### config.mk
export PLATFORM = sky130hd
export DESIGN_NAME = dual_timer
export DESIGN_NICKNAME = d
export VERILOG_FILES = /design/src/pkg/timer_pkg.sv /design/src/pkg/mcycle_if.sv /design/src/rtl/dual_timer.sv /design/src/rtl/mcycle_gen.sv /design/src/rtl/pin_sampler.sv
export SDC_FILE = /design/constraint.sdc
export NUM_CORES = 1
export LEC_CHECK = 0
export ABC_AREA = 1
export BUFFER_PORTS_ARGS = -buffer_cell sky130_fd_sc_hd__buf_2
export CAP_MARGIN = 5
export CORE_UTILIZATION = 55
export DETAILED_ROUTE_END_ITERATION = 16
export GPL_TIMING_DRIVEN = 0
export MAX_ROUTING_LAYER = met4
export PLACE_DENSITY = 0.84
export SLEW_MARGIN = 30
export SYNTH_ARGS = -nofsm -noshare
export SYNTH_HDL_FRONTEND = slang
export SYNTH_SLANG_ARGS = --single-unit
### constraint.sdc
create_clock -name ref_clk_in -period 2.1 [get_ports ref_clk_in]
set_input_delay 0.42 -clock ref_clk_in [delete_from_list [all_inputs] [get_ports ref_clk_in]]
set_output_delay 0.42 -clock ref_clk_in [all_outputs]
set_load 0.01 [all_outputs]
### src/pkg/timer_pkg.sv
package timer_pkg;

   // Register offsets on the plain register port.
   localparam logic [2:0] OFS_CONTROL = 3'h0;
   localparam logic [2:0] OFS_MODE = 3'h1;
   localparam logic [2:0] OFS_LOW_T0 = 3'h2;
   localparam logic [2:0] OFS_HIGH_T0 = 3'h3;
   localparam logic [2:0] OFS_LOW_T1 = 3'h4;
   localparam logic [2:0] OFS_HIGH_T1 = 3'h5;

   // Control register fields.
   localparam int CTL_RUN_T0 = 4;
   localparam int CTL_FLAG_T0 = 5;
   localparam int CTL_RUN_T1 = 6;
   localparam int CTL_FLAG_T1 = 7;

   // Mode register fields: timer 0 in the low nibble, timer 1 in the high.
   localparam int MOD_SEL_T0 = 0;
   localparam int MOD_CT_T0 = 2;
   localparam int MOD_GATE_T0 = 3;
   localparam int MOD_SEL_T1 = 4;
   localparam int MOD_CT_T1 = 6;
   localparam int MOD_GATE_T1 = 7;

   // Reset values.
   localparam logic [7:0] RST_CONTROL = 8'h00;
   localparam logic [7:0] RST_MODE = 8'h00;
   localparam logic [7:0] RST_BYTE = 8'h00;

   // Prescaler width used by the 13-bit mode.
   localparam int PRESCALE_BITS = 5;
   localparam logic [4:0] PRESCALE_MAX = 5'h1f;

   // Machine cycle: twelve oscillator periods, one oscillator period per
   // reference clock period.
   localparam real CLK_PERIOD_NS = 4.0;
   localparam real MCYCLE_NS = 12.0 * CLK_PERIOD_NS;
   localparam int MCYCLE_CLKS = int'(MCYCLE_NS / CLK_PERIOD_NS);
   localparam logic [3:0] MCYCLE_LAST = 4'(MCYCLE_CLKS - 1);

   typedef enum logic [1:0] {
      MODE_13BIT,
      MODE_16BIT,
      MODE_RELOAD,
      MODE_SPLIT
   } timer_mode_t;

endpackage

### src/pkg/mcycle_if.sv
`timescale 1ns/1ps
interface mcycle_if;
   logic tick;
   logic [1:0] count_fall;

   modport gen (output tick);
   modport sampler (input tick, output count_fall);
   modport core (input tick, input count_fall);
endinterface

### src/rtl/dual_timer.sv
// The register offsets and the plain strobed port are this design's own decisions.
`timescale 1ns/1ps
module dual_timer
   import timer_pkg::*;
(
   // Clock and reset.
   input wire logic ref_clk_in,
   input wire logic rst_n_in,
   // Register port.
   input wire logic [2:0] addr_in,
   input wire logic [7:0] wdata_in,
   input wire logic wr_in,
   input wire logic rd_in,
   output logic [7:0] rdata_out,
   // External pins.
   input wire logic count_pin_t0_in,
   input wire logic count_pin_t1_in,
   input wire logic gate_pin_t0_in,
   input wire logic gate_pin_t1_in,
   // Interrupt vectoring acknowledges.
   input wire logic vector_ack_t0_in,
   input wire logic vector_ack_t1_in,
   // Overflow flags and timer 1's overflow event pulse.
   output logic overflow_flag_t0_out,
   output logic overflow_flag_t1_out,
   output logic overflow_pulse_t1_out
);

   mcycle_if mc ();

   mcycle_gen u_gen (
      .ref_clk_in(ref_clk_in),
      .rst_n_in(rst_n_in),
      .mc(mc)
   );

   pin_sampler u_sampler (
      .ref_clk_in(ref_clk_in),
      .rst_n_in(rst_n_in),
      .count_pin_in({count_pin_t1_in, count_pin_t0_in}),
      .mc(mc)
   );

   logic run_bit_t0;
   logic run_bit_t1;
   logic overflow_flag_t0;
   logic overflow_flag_t1;
   logic [7:0] timer_mode_reg;
   logic [7:0] low_byte_t0;
   logic [7:0] high_byte_t0;
   logic [7:0] low_byte_t1;
   logic [7:0] high_byte_t1;

   timer_mode_t mode_t0;
   timer_mode_t mode_t1;
   logic gate_sel_t0;
   logic gate_sel_t1;
   logic ct_sel_t0;
   logic ct_sel_t1;

   assign mode_t0 = timer_mode_t'(timer_mode_reg[MOD_SEL_T0 +: 2]);
   assign mode_t1 = timer_mode_t'(timer_mode_reg[MOD_SEL_T1 +: 2]);
   assign gate_sel_t0 = timer_mode_reg[MOD_GATE_T0];
   assign gate_sel_t1 = timer_mode_reg[MOD_GATE_T1];
   assign ct_sel_t0 = timer_mode_reg[MOD_CT_T0];
   assign ct_sel_t1 = timer_mode_reg[MOD_CT_T1];

   // Count enables.
   logic src_t0;
   logic src_t1;
   logic inc_t0;
   logic inc_t1;
   logic inc_high_split;

   assign src_t0 = ct_sel_t0 ? mc.count_fall[0] : mc.tick;
   assign src_t1 = ct_sel_t1 ? mc.count_fall[1] : mc.tick;
   assign inc_t0 = src_t0 & run_bit_t0 &
                   (~gate_sel_t0 | gate_pin_t0_in);
   // Timer 1 in mode 3 is starved of increments, so its bytes simply hold.
   assign inc_t1 = src_t1 & run_bit_t1 & (mode_t1 != MODE_SPLIT) &
                   (~gate_sel_t1 | gate_pin_t1_in);
   // The split high byte ignores timer 0's gate and select bits and follows
   // timer 1's run bit alone.
   assign inc_high_split = mc.tick & run_bit_t1 &
                           (mode_t0 == MODE_SPLIT);

   // Next count of one timer in modes 0 to 2; bit 16 is the overflow.
   function automatic logic [16:0] step(input timer_mode_t m,
                                        input logic [7:0] hi,
                                        input logic [7:0] lo);
      logic [16:0] r;
      logic [5:0] pre;
      logic [8:0] h9;
      logic [16:0] w;
      logic [8:0] l9;
      r = {1'b0, hi, lo};
      case (m)
         MODE_13BIT: begin
            // Upper three low-byte bits are untouched and carry no meaning.
            pre = {1'b0, lo[PRESCALE_BITS-1:0]} + 6'h01;
            h9 = {1'b0, hi} + {8'h00, pre[PRESCALE_BITS]};
            r = {h9[8], h9[7:0], lo[7:5], pre[4:0]};
         end
         MODE_16BIT: begin
            w = {1'b0, hi, lo} + 17'h00001;
            r = w;
         end
         MODE_RELOAD: begin
            l9 = {1'b0, lo} + 9'h001;
            if (l9[8]) begin
               r = {1'b1, hi, hi};
            end else begin
               r = {1'b0, hi, l9[7:0]};
            end
         end
         default: begin
            r = {1'b0, hi, lo};
         end
      endcase
      return r;
   endfunction

   logic [16:0] next_t0;
   logic [16:0] next_t1;
   logic [8:0] next_low_split;
   logic [8:0] next_high_split;
   logic ovf_t0;
   logic ovf_t1;
   logic ovf_high_split;

   // Both timers share one step, each fed with its own mode and bytes.
   assign next_t0 = step(mode_t0, high_byte_t0, low_byte_t0);
   assign next_t1 = step(mode_t1, high_byte_t1, low_byte_t1);
   assign next_low_split = {1'b0, low_byte_t0} + 9'h001;
   assign next_high_split = {1'b0, high_byte_t0} + 9'h001;

   // Overflows exist only in a cycle with an increment, so every hardware flag set
   // lands on a machine-cycle tick.
   assign ovf_t0 = inc_t0 & ((mode_t0 == MODE_SPLIT) ?
                   next_low_split[8] : next_t0[16]);
   assign ovf_t1 = inc_t1 & next_t1[16];
   assign ovf_high_split = inc_high_split & next_high_split[8];

   logic wr_ctl;
   logic wr_mode;
   logic wr_low_t0;
   logic wr_high_t0;
   logic wr_low_t1;
   logic wr_high_t1;

   // Each strobe selects exactly one register; offsets 6 and 7 match none,
   // so writes there are ignored.
   assign wr_ctl = wr_in & (addr_in == OFS_CONTROL);
   assign wr_mode = wr_in & (addr_in == OFS_MODE);
   assign wr_low_t0 = wr_in & (addr_in == OFS_LOW_T0);
   assign wr_high_t0 = wr_in & (addr_in == OFS_HIGH_T0);
   assign wr_low_t1 = wr_in & (addr_in == OFS_LOW_T1);
   assign wr_high_t1 = wr_in & (addr_in == OFS_HIGH_T1);

   // Run bits, software only; starting a timer does not touch its count.
   always_ff @(posedge ref_clk_in or negedge rst_n_in) begin
      if (!rst_n_in) begin
         run_bit_t0 <= RST_CONTROL[CTL_RUN_T0];
         run_bit_t1 <= RST_CONTROL[CTL_RUN_T1];
      end else if (wr_ctl) begin
         run_bit_t0 <= wdata_in[CTL_RUN_T0];
         run_bit_t1 <= wdata_in[CTL_RUN_T1];
      end
   end

   // Overflow flags: a hardware set beats a write or vector clear in the
   // same cycle.
   always_ff @(posedge ref_clk_in or negedge rst_n_in) begin
      if (!rst_n_in) begin
         overflow_flag_t0 <= RST_CONTROL[CTL_FLAG_T0];
      end else if (ovf_t0) begin
         overflow_flag_t0 <= 1'b1;
      end else if (vector_ack_t0_in) begin
         overflow_flag_t0 <= 1'b0;
      end else if (wr_ctl) begin
         overflow_flag_t0 <= wdata_in[CTL_FLAG_T0];
      end
   end

   // Timer 1's flag belongs to timer 0's high byte while timer 0 is split.
   logic set_flag_t1;
   assign set_flag_t1 = (mode_t0 == MODE_SPLIT) ? ovf_high_split : ovf_t1;

   always_ff @(posedge ref_clk_in or negedge rst_n_in) begin
      if (!rst_n_in) begin
         overflow_flag_t1 <= RST_CONTROL[CTL_FLAG_T1];
      end else if (set_flag_t1) begin
         overflow_flag_t1 <= 1'b1;
      end else if (vector_ack_t1_in) begin
         overflow_flag_t1 <= 1'b0;
      end else if (wr_ctl) begin
         overflow_flag_t1 <= wdata_in[CTL_FLAG_T1];
      end
   end

   always_ff @(posedge ref_clk_in or negedge rst_n_in) begin
      if (!rst_n_in) begin
         timer_mode_reg <= RST_MODE;
      end else if (wr_mode) begin
         // A new mode applies from the next count; the bytes keep their value.
         timer_mode_reg <= wdata_in;
      end
   end

   // Timer 0 count bytes; a software write beats a count in the same cycle.
   always_ff @(posedge ref_clk_in or negedge rst_n_in) begin
      if (!rst_n_in) begin
         low_byte_t0 <= RST_BYTE;
      end else if (wr_low_t0) begin
         low_byte_t0 <= wdata_in;
      end else if (inc_t0) begin
         if (mode_t0 == MODE_SPLIT) begin
            low_byte_t0 <= next_low_split[7:0];
         end else begin
            low_byte_t0 <= next_t0[7:0];
         end
      end
   end

   always_ff @(posedge ref_clk_in or negedge rst_n_in) begin
      if (!rst_n_in) begin
         high_byte_t0 <= RST_BYTE;
      end else if (wr_high_t0) begin
         high_byte_t0 <= wdata_in;
      end else if (mode_t0 == MODE_SPLIT) begin
         // Timer 1's run bit, not timer 0's, advances this byte.
         if (inc_high_split) begin
            high_byte_t0 <= next_high_split[7:0];
         end
      end else if (inc_t0) begin
         high_byte_t0 <= next_t0[15:8];
      end
   end

   // Timer 1 count bytes; no increment reaches them while held in mode 3.
   always_ff @(posedge ref_clk_in or negedge rst_n_in) begin
      if (!rst_n_in) begin
         low_byte_t1 <= RST_BYTE;
      end else if (wr_low_t1) begin
         low_byte_t1 <= wdata_in;
      end else if (inc_t1) begin
         low_byte_t1 <= next_t1[7:0];
      end
   end

   always_ff @(posedge ref_clk_in or negedge rst_n_in) begin
      if (!rst_n_in) begin
         high_byte_t1 <= RST_BYTE;
      end else if (wr_high_t1) begin
         high_byte_t1 <= wdata_in;
      end else if (inc_t1) begin
         high_byte_t1 <= next_t1[15:8];
      end
   end

   // Baud-rate overflow event of timer 1, available in every timer 0 mode.
   always_ff @(posedge ref_clk_in or negedge rst_n_in) begin
      if (!rst_n_in) begin
         overflow_pulse_t1_out <= 1'b0;
      end else begin
         overflow_pulse_t1_out <= ovf_t1;
      end
   end

   // Control register as software sees it; bits 3 to 0 always read 0.
   logic [7:0] control_view;

   always_comb begin
      control_view = 8'h00;
      control_view[CTL_RUN_T0] = run_bit_t0;
      control_view[CTL_FLAG_T0] = overflow_flag_t0;
      control_view[CTL_RUN_T1] = run_bit_t1;
      control_view[CTL_FLAG_T1] = overflow_flag_t1;
   end

   // Read data stand for the single cycle after the read strobe.
   logic [7:0] next_rdata;

   always_comb begin
      next_rdata = 8'h00;
      if (rd_in) begin
         case (addr_in)
            OFS_CONTROL: begin
               next_rdata = control_view;
            end
            OFS_MODE: begin
               next_rdata = timer_mode_reg;
            end
            OFS_LOW_T0: begin
               next_rdata = low_byte_t0;
            end
            OFS_HIGH_T0: begin
               next_rdata = high_byte_t0;
            end
            OFS_LOW_T1: begin
               next_rdata = low_byte_t1;
            end
            OFS_HIGH_T1: begin
               next_rdata = high_byte_t1;
            end
            default: begin
               next_rdata = 8'h00;
            end
         endcase
      end
   end

   always_ff @(posedge ref_clk_in or negedge rst_n_in) begin
      if (!rst_n_in) begin
         rdata_out <= 8'h00;
      end else begin
         rdata_out <= next_rdata;
      end
   end

   assign overflow_flag_t0_out = overflow_flag_t0;
   assign overflow_flag_t1_out = overflow_flag_t1;

endmodule

### src/rtl/mcycle_gen.sv
`timescale 1ns/1ps
module mcycle_gen
   import timer_pkg::*;
(
   // Clock and reset.
   input wire logic ref_clk_in,
   input wire logic rst_n_in,
   // Machine-cycle strobe.
   mcycle_if.gen mc
);

   logic [3:0] phase;

   always_ff @(posedge ref_clk_in or negedge rst_n_in) begin
      if (!rst_n_in) begin
         phase <= 4'h0;
      end else if (phase == MCYCLE_LAST) begin
         phase <= 4'h0;
      end else begin
         phase <= phase + 4'h1;
      end
   end

   assign mc.tick = (phase == MCYCLE_LAST);

endmodule

### src/rtl/pin_sampler.sv
`timescale 1ns/1ps
module pin_sampler
   import timer_pkg::*;
(
   // Clock and reset.
   input wire logic ref_clk_in,
   input wire logic rst_n_in,
   // External count pins, bit 0 for timer 0.
   input wire logic [1:0] count_pin_in,
   // Strobe in, falling-edge events out.
   mcycle_if.sampler mc
);

   genvar i;
   generate
      for (i = 0; i < 2; i++) begin : g_pin
         logic sample;
         logic fall;

         // The pin is sampled once per machine cycle; a high sample followed
         // by a low one yields one count event in the next machine cycle.
         always_ff @(posedge ref_clk_in or negedge rst_n_in) begin
            if (!rst_n_in) begin
               sample <= 1'b0;
               fall <= 1'b0;
            end else if (mc.tick) begin
               sample <= count_pin_in[i];
               fall <= sample & ~count_pin_in[i];
            end
         end

         assign mc.count_fall[i] = fall & mc.tick;
      end
   endgenerate

endmodule

-- Word level (Yosys, flattened, before mapping)
Cells that the tools add are included.
W data, S select, Z words.
- bits in registers: 61
- input bits: 21
- output and inout port bits: 11
- word-level logic and storage cells: 120
- reductions and logical operators: 21
- add/sub/neg operators: 10
- equality and inequality tests: 17
- bitwise operators: 26
- multiplexer cells: 28
- operators with widths (operator ; number):
    $pmux W17 S3 ; 2
    $mux W8 ; 12
    $pmux W8 S6 ; 1
    $add A16 B1 Y17 const B ; 2
    $mux W17 ; 2
    $add A8 B1 Y9 const B ; 3
    $and A1 B1 Y1 ; 20
    $add A8 B1 Y9 ; 2
    $reduce_bool A3 Y1 ; 5
    $add A5 B1 Y6 const B ; 2
    $reduce_bool A4 Y1 ; 3
    $mux W1 ; 10
    $ne A3 B3 Y1 const B ; 3
    $reduce_and A3 Y1 ; 3
    $eq A2 B2 Y1 const B ; 3
    $eq A3 B2 Y1 const B ; 2
    $eq A3 B3 Y1 const B ; 2
    $ne A2 B2 Y1 const B ; 3
    $reduce_bool A2 Y1 ; 3
    $reduce_bool A5 Y1 ; 1
    $add A4 B1 Y4 const B ; 1
    $eq A2 B1 Y1 const B ; 2
    $eq A4 B4 Y1 const B ; 1
    $logic_not A2 Y1 ; 2
    7 further kinds ; 12

-- Depth between registers and ports, before layout
Gate-level depths: netlist (run 1).
- depth after elaboration: 9
- gate-level depth with buffers: 13
- mapped depth without buffers: 13

-- Modules after synthesis
Synthesis (run 1) repeated with hierarchy kept, for this count alone.
- cells, all modules: 721
- area total of the unflattened synthesis: 4697.0 sq um
- by module, submodules not included (module ; area each (sq um) ; sequential area each (sq um) ; instances ; cells each):
    dual_timer ; 4340.4 ; 1326.3 ; 1 ; 676
    mcycle_gen ; 182.7 ; 100.1 ; 1 ; 22
    pin_sampler ; 173.9 ; 100.1 ; 1 ; 23

-- Worst setup path after synthesis (run 1)
No wires, ideal clock.
- path kind: register to register
- start: register low_byte_t1[2]
- end: register high_byte_t1[4]
- arrival time: 1.603 ns
- clock period less this slack: 1.728 ns
- stages on the path, launching flop included: 14
- buffers on the path: 0
- setup time: 0.125 ns
- data required time: 1.975 ns
- slack: 0.372 ns
- cells stage by stage: dfrtp_1 nand2_1 nor2_1 nand2_1 inv_1 ha_1 ha_1 nand2_1 nor2_1 a21oi_1 o21ai_0 nand2_1 nand2_1 nand3_1
- word-level cells in the longest chain between the ends: 5
- elaborated cells between the ends (all ways): 6
- those cells by class: 3 x add/sub; 3 x mux
- RTL lines (element ; line ; text):
    start: declaration ; dual_timer.sv:51 ; logic [7:0] low_byte_t1;
    start signal: assignment ; dual_timer.sv:245 ; low_byte_t1 <= wdata_in;
    start signal: assignment ; dual_timer.sv:247 ; low_byte_t1 <= next_t1[7:0];
    $add A5 B1 Y6 ; dual_timer.sv:100 ; pre = {1'b0, lo[PRESCALE_BITS-1:0]} + 6'h01;
    $add A8 B1 Y9 ; dual_timer.sv:101 ; h9 = {1'b0, hi} + {8'h00, pre[PRESCALE_BITS]};
    $pmux W17 S3 * ; dual_timer.sv:97 ; case (m)
    $mux W8 * ; dual_timer.sv:256 ; end else if (inc_t1) begin
    $mux W8 * ; dual_timer.sv:254 ; end else if (wr_high_t1) begin
    end signal: assignment ; dual_timer.sv:255 ; high_byte_t1 <= wdata_in;
    end signal: assignment ; dual_timer.sv:257 ; high_byte_t1 <= next_t1[15:8];
    end: declaration ; dual_timer.sv:52 ; logic [7:0] high_byte_t1;
Every way passes the cells marked *; elsewhere a longest branch is shown, timed or not. The select of a mux whose other input is x is not followed.
A chain may end at the register's enable or synchronous reset.

-- Worst setup path in the final report (run 1)
- start: register low_byte_t1[2]
- end: register overflow_flag_t1, in the netlist overflow_flag_t1_out
- word-level cells in the longest chain between the ends: 6
- elaborated cells between the ends (all ways): 10
- those cells by class: 4 x add/sub; 4 x mux; 1 x bitwise; 1 x reduce/logical
- RTL lines (element ; line ; text):
    $add A5 B1 Y6 / $add A8 B1 Y9 (equally long branches) ; dual_timer.sv:100, dual_timer.sv:109 ;
    $add A8 B1 Y9 / $mux W17 (equally long branches) ; dual_timer.sv:101, dual_timer.sv:110 ;
    $pmux W17 S3 * ; dual_timer.sv:97 ;
    $and A1 B1 Y1 * ; dual_timer.sv:141 ; assign ovf_t1 = inc_t1 & next_t1[16];
    $mux W1 * ; dual_timer.sv:187 ; assign set_flag_t1 = (mode_t0 == MODE_SPLIT) ? ovf_high_split : ovf_t1;
    $reduce_bool A3 Y1 (no line) / $mux W1 (equally long branches) ; -- ;
    end signal: assignment ; dual_timer.sv:191 ; overflow_flag_t1 <= RST_CONTROL[CTL_FLAG_T1];
    end signal: assignment ; dual_timer.sv:197 ; overflow_flag_t1 <= wdata_in[CTL_FLAG_T1];
    end: declaration ; dual_timer.sv:47 ; logic overflow_flag_t1;
Marks and branches as above.

==> summary.txt, run 1 <==
Status
  • Status: finished clean

Timing
  • Final setup TNS: 0 ns
  • Max frequency: 512.0 MHz
  • Final min period: 1.953 ns
  • Worst slew margin: between 50 and 60%
  • Slew Limit Fails: 0
  • Worst Tran Pin Value: 0.5994 ns
  • Final setup violation count: 0
  • Post-Route Skew: between 0.01 and 0.015 ns
  • Final worst-path cycle share: between 90% and 100%
  • Hold Vio Cnt, Final: 0

Drt
  • Via density: approximately 5.9
  • DRC Markers: 0
  • Vias: 5,077
  • Total Routed Length: roughly 15,000 um
  • DR WL/cell: 17.08 um
  • DRT Pass-1 Iters: 6
  • ANT nets after route: 0
  • Iter 0 DRT Violations: between 500 and 600

Finish
  • Commonest non-fill, non-tap cell in the layout: nand2_1
  • Commonest non-fill, non-tap cells in the layout: nand2_1, nand3_1, inv_1, nor2_1, dfrtp_1
  • Layout area overhead: 12.92%
  • Final core occ: between 60% and 70%
  • Layout cells sized above 1: between 10% and 20%
  • Nets: about 790
  • Ant diodes: 0

Pwr
  • Power Internal: 2.674 mW
  • Sequential power share: around two fifths
  • Net Switching: between 1.5 and 2 mW
  • Power density cells: 869.4 nW/um^2
  • Logic pwr share: between 30% and 40%
  • Net Sw Frac: between 40 and 50%
  • Clk pwr share: between 20% and 30%
  • Max rail drop VDD: roughly 550 uV
  • Static Leak: around 2.6 nW

Placement
  • Port buffer count: 31
  • Hpwl dp: roughly 11,000 um
  • Placer Congestion: just under 1

Clock network
  • TritonCTS clock tree: yes
  • Worst-skew pair later-pin latency: 0.36 ns
  • H-tree levels: 3
  • Clock tree buffer depth: 2
  • Worst-path clk slew: 0.07 ns
  • Clk root buf: clkbuf_8
  • Num CTS Buffers: 9
  • CTS Sinks: 61

Die
  • Die area: 8967 um^2
  • IO Pins: 32
  • Core Area: 8258 um^2
  • Rows: 33
  • Starting density of the core: ~57%
  • Die Y: around 95 um
  • Die width: ~95 um

Synthesis
  • Cells after Synth: just over 700
  • Netlist Area Pre-Place: about 4700 um^2
  • Post-synthesis async set-or-reset flop share: 100.0%
  • Flops & latches, synth: slightly above 60
  • Mapped Nets: ~740
  • Mapped Avg Cell Area: ~6.7 um^2
  • Syn. warnings: 0
  • Top FF cell, synth: dfrtp_1
  • EDFF count, synth: 0
  • Sequential share of the synthesized area: between 30% and 40%
  • Library cells used by synthesis: 44

GRT
  • Vias in the first global route: about 4,600
  • Initial antenna violation count: 0
  • Total gr overflow: 0
  • Largest net degree at the start of global routing: 36
  • GRT Util Overall: roughly 36%
  • First-pass GRT wire length: around 23,000 um

Setup path
  • RR Endpoint: overflow_flag_t1_out
  • R2r setup slk: approximately 0.15 ns
  • Slowest CP cell: dfrtp_2
  • Path depth of the worst reg2reg path: 12
  • Critical-path cell list: nand2_1, nor2_2, nand2_2, inv_1, ha_1, ha_2, nand2_1, nor2_2, nand3_1, nand3_1, nand2_1, o21bai_1
  • CP most frequent cell: nand2_1
  • Worst path max stage delay: ~0.42 ns
  • Critical path peak fanout: 4
  • CP Buf/Inv Count: 1
  • CP Capture Type: register
  • Worst setup SP type: register
  • R2R Path Start: low_byte_t1[2]
  • Crit-path leading delay family: simple AND/OR/NAND/NOR gates
  • Crit path kind: reg2reg
  • Worst EP arrival: between 2 and 2.5 ns
  • Required @ worst endpoint: ~2.4 ns

Worst hold path
  • HP Start: count_pin_t0_in
  • Worst hold path endpoint: u_sampler.g_pin[0].sample
  • Hold Path Class: in2reg
  • Hold Path Depth: 3

Flow run
  • Max-cap violations: 0
-- area by class of cell --
| cell class | count | area, um^2 |
|---|---|---|
| plain buffers | 10 | 55.05 |
| clock buffers | 9 | 123.9 |
| clock inverters | 7 | 97.59 |
| fillers | 777 | 2922 |
| inverters | 88 | 331.6 |
| multi-input cells | 549 | 2844 |
| flip-flops and latches | 61 | 1535 |
| well taps | 105 | 131.4 |
| repair buffers | 37 | 217.7 |
-- per-layer routing --
layer	up-vias	routed length (um)	global-route usage [%]
li1	2421	-	-
met1	2300	6646	52.56
met2	300	6039	48.74
met3	56	1532	4.992
met4	0	576	17.42
met5	-	0	-
-- power groups by stage --
| stage | clock (mW) | combinational (mW) | sequential [mW] |
|---|---|---|---|
| 6_report | 1.22 | 1.62 | 1.80 |
| 3_3_place_gp | 0 | 1.49 | 1.79 |
| 3_5_place_dp | 0 | 1.53 | 1.80 |
| 4_1_cts | 1.23 | 1.54 | 1.78 |
| 5_1_grt | 1.27 | 1.81 | 1.83 |
| 2_1_floorplan | 0 | 1.12 | 1.69 |
-- synthesized netlist by cell type (3+ instances only) --
library cell,number,area [um^2]
o22ai_1,18,112.6
o21ai_1,8,40.04
nor2_1,75,281.5
nand2_2,9,56.30
nor3_1,6,30.03
o21ai_0,33,165.2
buf_2,8,40.04
nand2_1,204,765.7
ha_1,12,150.1
a211oi_1,3,22.52
nor2_2,12,75.07
nand3_1,85,425.4
inv_2,13,48.80
xor2_1,9,78.83
a21oi_1,17,85.08
nand4_1,13,81.33
nor2_4,10,112.6
inv_1,72,270.3
o211ai_1,7,52.55
dfrtp_1,61,1526
-- metrics by stage --
step	worst slack (ns)	power, mW	instances	cell area, um^2	hold slack (ns)
CTS	0.02956	4.549	862	5273	0.3170
global route	-0.01772	4.916	866	5336	0.3274
floorplan	0.3716	2.804	708	4726	0.1244
global placement	-0.09462	3.279	844	5012	0.4483
detailed placement	-0.06603	3.327	845	5035	0.3670
finish	0.1471	4.639	866	5336	0.3212
-- worst reg2reg max path, stage by stage (launching register included) --
cell and delay [ns]:
dfrtp_2 0.42, nand2_1 0.10, nor2_2 0.12, nand2_2 0.10, inv_1 0.09, ha_1 0.17, ha_2 0.20, nand2_1 0.08
nor2_2 0.17, nand3_1 0.09, nand3_1 0.11, nand2_1 0.10, o21bai_1 0.14
-- worst max path at each step --
stage / startpoint / to / slack (ns) / cells past startpoint
2_1_floorplan: low_byte_t1[2] / high_byte_t1[4] / 0.37 / 13
3_3_place_gp: low_byte_t0[3] / overflow_flag_t0_out / -0.09 / 8
3_5_place_dp: low_byte_t0[3] / overflow_flag_t0_out / -0.07 / 8
4_1_cts: low_byte_t1[2] / overflow_flag_t1_out / 0.03 / 12
5_1_grt: low_byte_t1[2] / overflow_flag_t1_out / -0.02 / 12
6_report: low_byte_t1[2] / overflow_flag_t1_out / 0.15 / 12
-- kinds of logic (layout without fill, tap and decap cells) --
family | count (synthesis) | after routing | synth area share, %
AO/OA/AOI/OAI | 93 | 93 | 11.31
AND/OR/NAND/NOR | 433 | 433 | 43.00
adder cells (fa/ha/maj) | 12 | 12 | 3.177
flip-flops | 61 | 61 | 32.30
XOR/XNOR | 11 | 11 | 2.039
buffers and inverters | 98 | 151 | 8.181
-- what timing repair did --
action | 4_1_cts | 5_1_grt
hold endpoints to repair | 26 | 0
resized for setup | 4 | 12
setup endpoints to repair | 5 | 16
pin swaps | 0 | 4
hold buffers | 1 | 0
buffers inserted | 0 | 4
(Power assumes the default switching activity.)
==> inputs of run 2 (changes only) <==
ABC_AREA = default   (was 1)
==> run 2 against run 1 <==
The flow now finishes with violations (negative setup slack). Final cell count is 17% lower. Sequential power is 6% higher. Global-route usage is 1.2 points higher. Cell area rose by 0.63%. Clock-buffer cell count up 1. Sequential share of layout area down 0.20 points. Largest power group unchanged.
==> summary.txt, run 2 <==
Clock network
  • Cts hold-fix bufs: 0
  • H-tree levels: 3
  • Worst-skew pair later-pin latency: about 0.35 ns
  • TritonCTS clock tree: yes
  • CTS Sinks: between 60 and 70
  • Clock tree buffer depth: 2
  • Num CTS Buffers: 9
  • Worst-path clk slew: around 0.070 ns
  • Clk root buf: clkbuf_8

Timing
  • Max frequency: between 400 and 500 MHz
  • Post-Route Skew: ~0.0080 ns
  • Final min period: around 2.2 ns
  • RSZ-0062 raised after global routing: true
  • Worst Tran Pin Value: about 0.8 ns
  • Worst slew margin: 46.60%
  • Final setup violation count: 2
  • Slew Limit Fails: 0
  • Final worst-path cycle share: 104.6%
  • Worst hold margin: 0.1570 ns
  • Final setup margin: -0.09607 ns
  • Hold Vio Cnt, Final: 0

Setup path
  • Critical path peak fanout: 10
  • Required @ worst endpoint: roughly 2.3 ns
  • Crit path kind: reg2reg
  • Slowest CP cell: clkbuf_1
  • CP Capture Type: register
  • Worst path max stage delay: between 0.5 and 0.6 ns
  • Crit. Startpoint: high_byte_t0[2]
  • Worst setup SP type: register
  • R2R Path Start: high_byte_t0[2]
  • CP Buf/Inv Count: 1
  • Worst EP arrival: between 2 and 2.5 ns
  • Critical-path cell list: clkbuf_1, nand3_1, o21ai_0, a21boi_0, a211oi_1, a21oi_1
  • Crit-path leading delay family: compound AO/OA/AOI/OAI gates

Synthesis
  • Post-synthesis async set-or-reset flop share: 100.0%
  • Top FF cell, synth: dfrtp_1
  • Synth top area share: between 30% and 40%
  • Syn. warnings: 0
  • Mapped Nets: a little under 600
  • Area leader, netlist: dfrtp_1
  • Mapped Avg Cell Area: 8.238 um^2
  • Cells after Synth: about 560
  • Count leader, synth: dfrtp_1
  • Post-synth top cells: dfrtp_1, nand2_1, nor2_1
  • Netlist Area Pre-Place: approximately 4600 um^2
  • Sequential share of the synthesized area: between 30% and 40%
  • Flops & latches, synth: 61
  • Library cells used by synthesis: 68
  • EDFF count, synth: 0
  • Top cells by area, synth: dfrtp_1, nand2_1, o21ai_0, nor2_1, ha_1

Status
  • Status: complete, but fails checks
  • Failing checks: negative setup slack

Finish
  • FF+latch area: 1534 um^2
  • Nets: about 640
  • Multi-input gate area: 3038 um^2
  • Ant diodes: 0
  • Layout cells sized above 1: around a fifth
  • Final instance area: 5370 um^2
  • Layout area overhead: 15.78%
  • FILL cells: approximately 700
  • Commonest non-fill, non-tap cells in the layout: nand2_1, dfrtp_1, o21ai_0

Placement
  • Post-place setup slack: -0.4665 ns
  • Placer Congestion: approximately 1.0
  • Port buffer count: 30
  • Hpwl dp: 10,860 um
  • Area after DPL: approximately 4900 um^2

Drt
  • Via density: roughly 7
  • DRC Markers: 0
  • Vias: approximately 5,000
  • DRT Pass-1 Iters: 6
  • Iter 0 DRT Violations: around 580
  • DR WL/cell: roughly 22 um
  • ANT nets after route: 0
  • Total Routed Length: ~15,000 um

Die
  • Core Area: 8175 um^2
  • IO Pins: 32
  • Die width: between 90 and 100 um
  • Die area: between 8000 and 9000 um^2
  • Starting density of the core: roughly 57%
  • Die Y: roughly 94 um
  • Rows: 33

Pwr
  • Total power: between 4 and 5 mW
  • Power Internal: 2.832 mW
  • Max rail drop VDD: ~500 uV
  • Clk pwr share: 24.0%
  • Logic pwr share: approximately 37%
  • Static Leak: 2.119 nW
  • Sequential power share: roughly 39%
  • Net Sw Frac: a little over two fifths
  • Net Switching: roughly 2.1 mW
  • Power density cells: around 900 nW/um^2

Worst hold path
  • Hold Path Class: in2async

Flow run
  • Max-cap violations: 0

GRT
  • GRT Util Overall: between 30% and 40%
  • Vias in the first global route: 4,614
  • First-pass GRT wire length: 24,030 um
  • Initial antenna violation count: 0
  • Total gr overflow: 0
  • Largest net degree at the start of global routing: 62
## run 2: changes by cell type after synthesis, moves of 14 or more
cell,change
nand3_1,-64
inv_1,-55
nor2_1,-33
clkbuf_1,+32
nand2_1,-149
a31oi_1,+14
a22oi_1,+16
## run 2: layout make-up
| type | count | share of cell area, % |
|---|---|---|
| multi-input combinational | 443 | 56.57 |
| sequential | 61 | 28.56 |
| timing repair buffer | 39 | 4.334 |
| buffer | 35 | 2.936 |
| clock buffer | 10 | 2.563 |
| tap | 105 | 2.446 |
| clock inverter | 5 | 1.398 |
| inverter | 17 | 1.188 |
## run 2: cells by family after synthesis
kind of cell	Yosys count	synth area share, %
and+or+nand+nor	225	26.06
AOI/OAI and AO/OA	169	24.68
DFF	61	32.91
buffers and inverters	59	4.882
muxes	24	5.773
xor gates and xnor gates	13	2.455
adders and majority gates	12	3.237
## run 2: final timing paths
check	to	slack [ns]	cells past startpoint
max	high_byte_t0[7]	-0.1	6
min	high_byte_t1[7]	0.16	1
max reg2reg	high_byte_t0[7]	-0.1	6
min reg2reg	u_sampler.g_pin[0].sample	0.49	2
max in group asynchronous	high_byte_t0[0]	1.38	1
min in group ref_clk_in	overflow_flag_t0_out	0.25	2
## run 2: layer usage
| metal | GRT usage [%] | routed length (um) |
|---|---|---|
| met1 | 51.90 | 6349 |
| met2 | 51.95 | 6553 |
| met5 | - | 0 |
| met3 | 6.553 | 1754 |
| met4 | 19.10 | 718 |
## run 2: stage by stage
stage / cells / utilization, % / setup TNS (ns)
2_1_floorplan: 563 / - / 0
3_3_place_gp: 698 / 60.27 / -3.046
3_5_place_dp: 698 / 60.30 / -5.222
4_1_cts: 715 / 64.16 / 0
5_1_grt: 715 / 65.69 / -0.3193
6_report: 715 / 65.69 / -0.1126
## run 2: power by group through the flow
stage | Clock, mW | Sequential (mW) | Combinational (mW)
6_report | 1.18 | 1.91 | 1.82
5_1_grt | 1.22 | 1.94 | 1.98
4_1_cts | 1.18 | 1.80 | 1.80
3_5_place_dp | 0 | 1.80 | 1.77
3_3_place_gp | 0 | 1.79 | 1.71
2_1_floorplan | 0 | 1.67 | 1.30
## run 2: repair_timing
action,CTS,global route
setup buffers,5,4
gates resized for setup,24,33
gates cloned,0,0
pin swaps,7,12
endpoints found under the setup margin,32,29
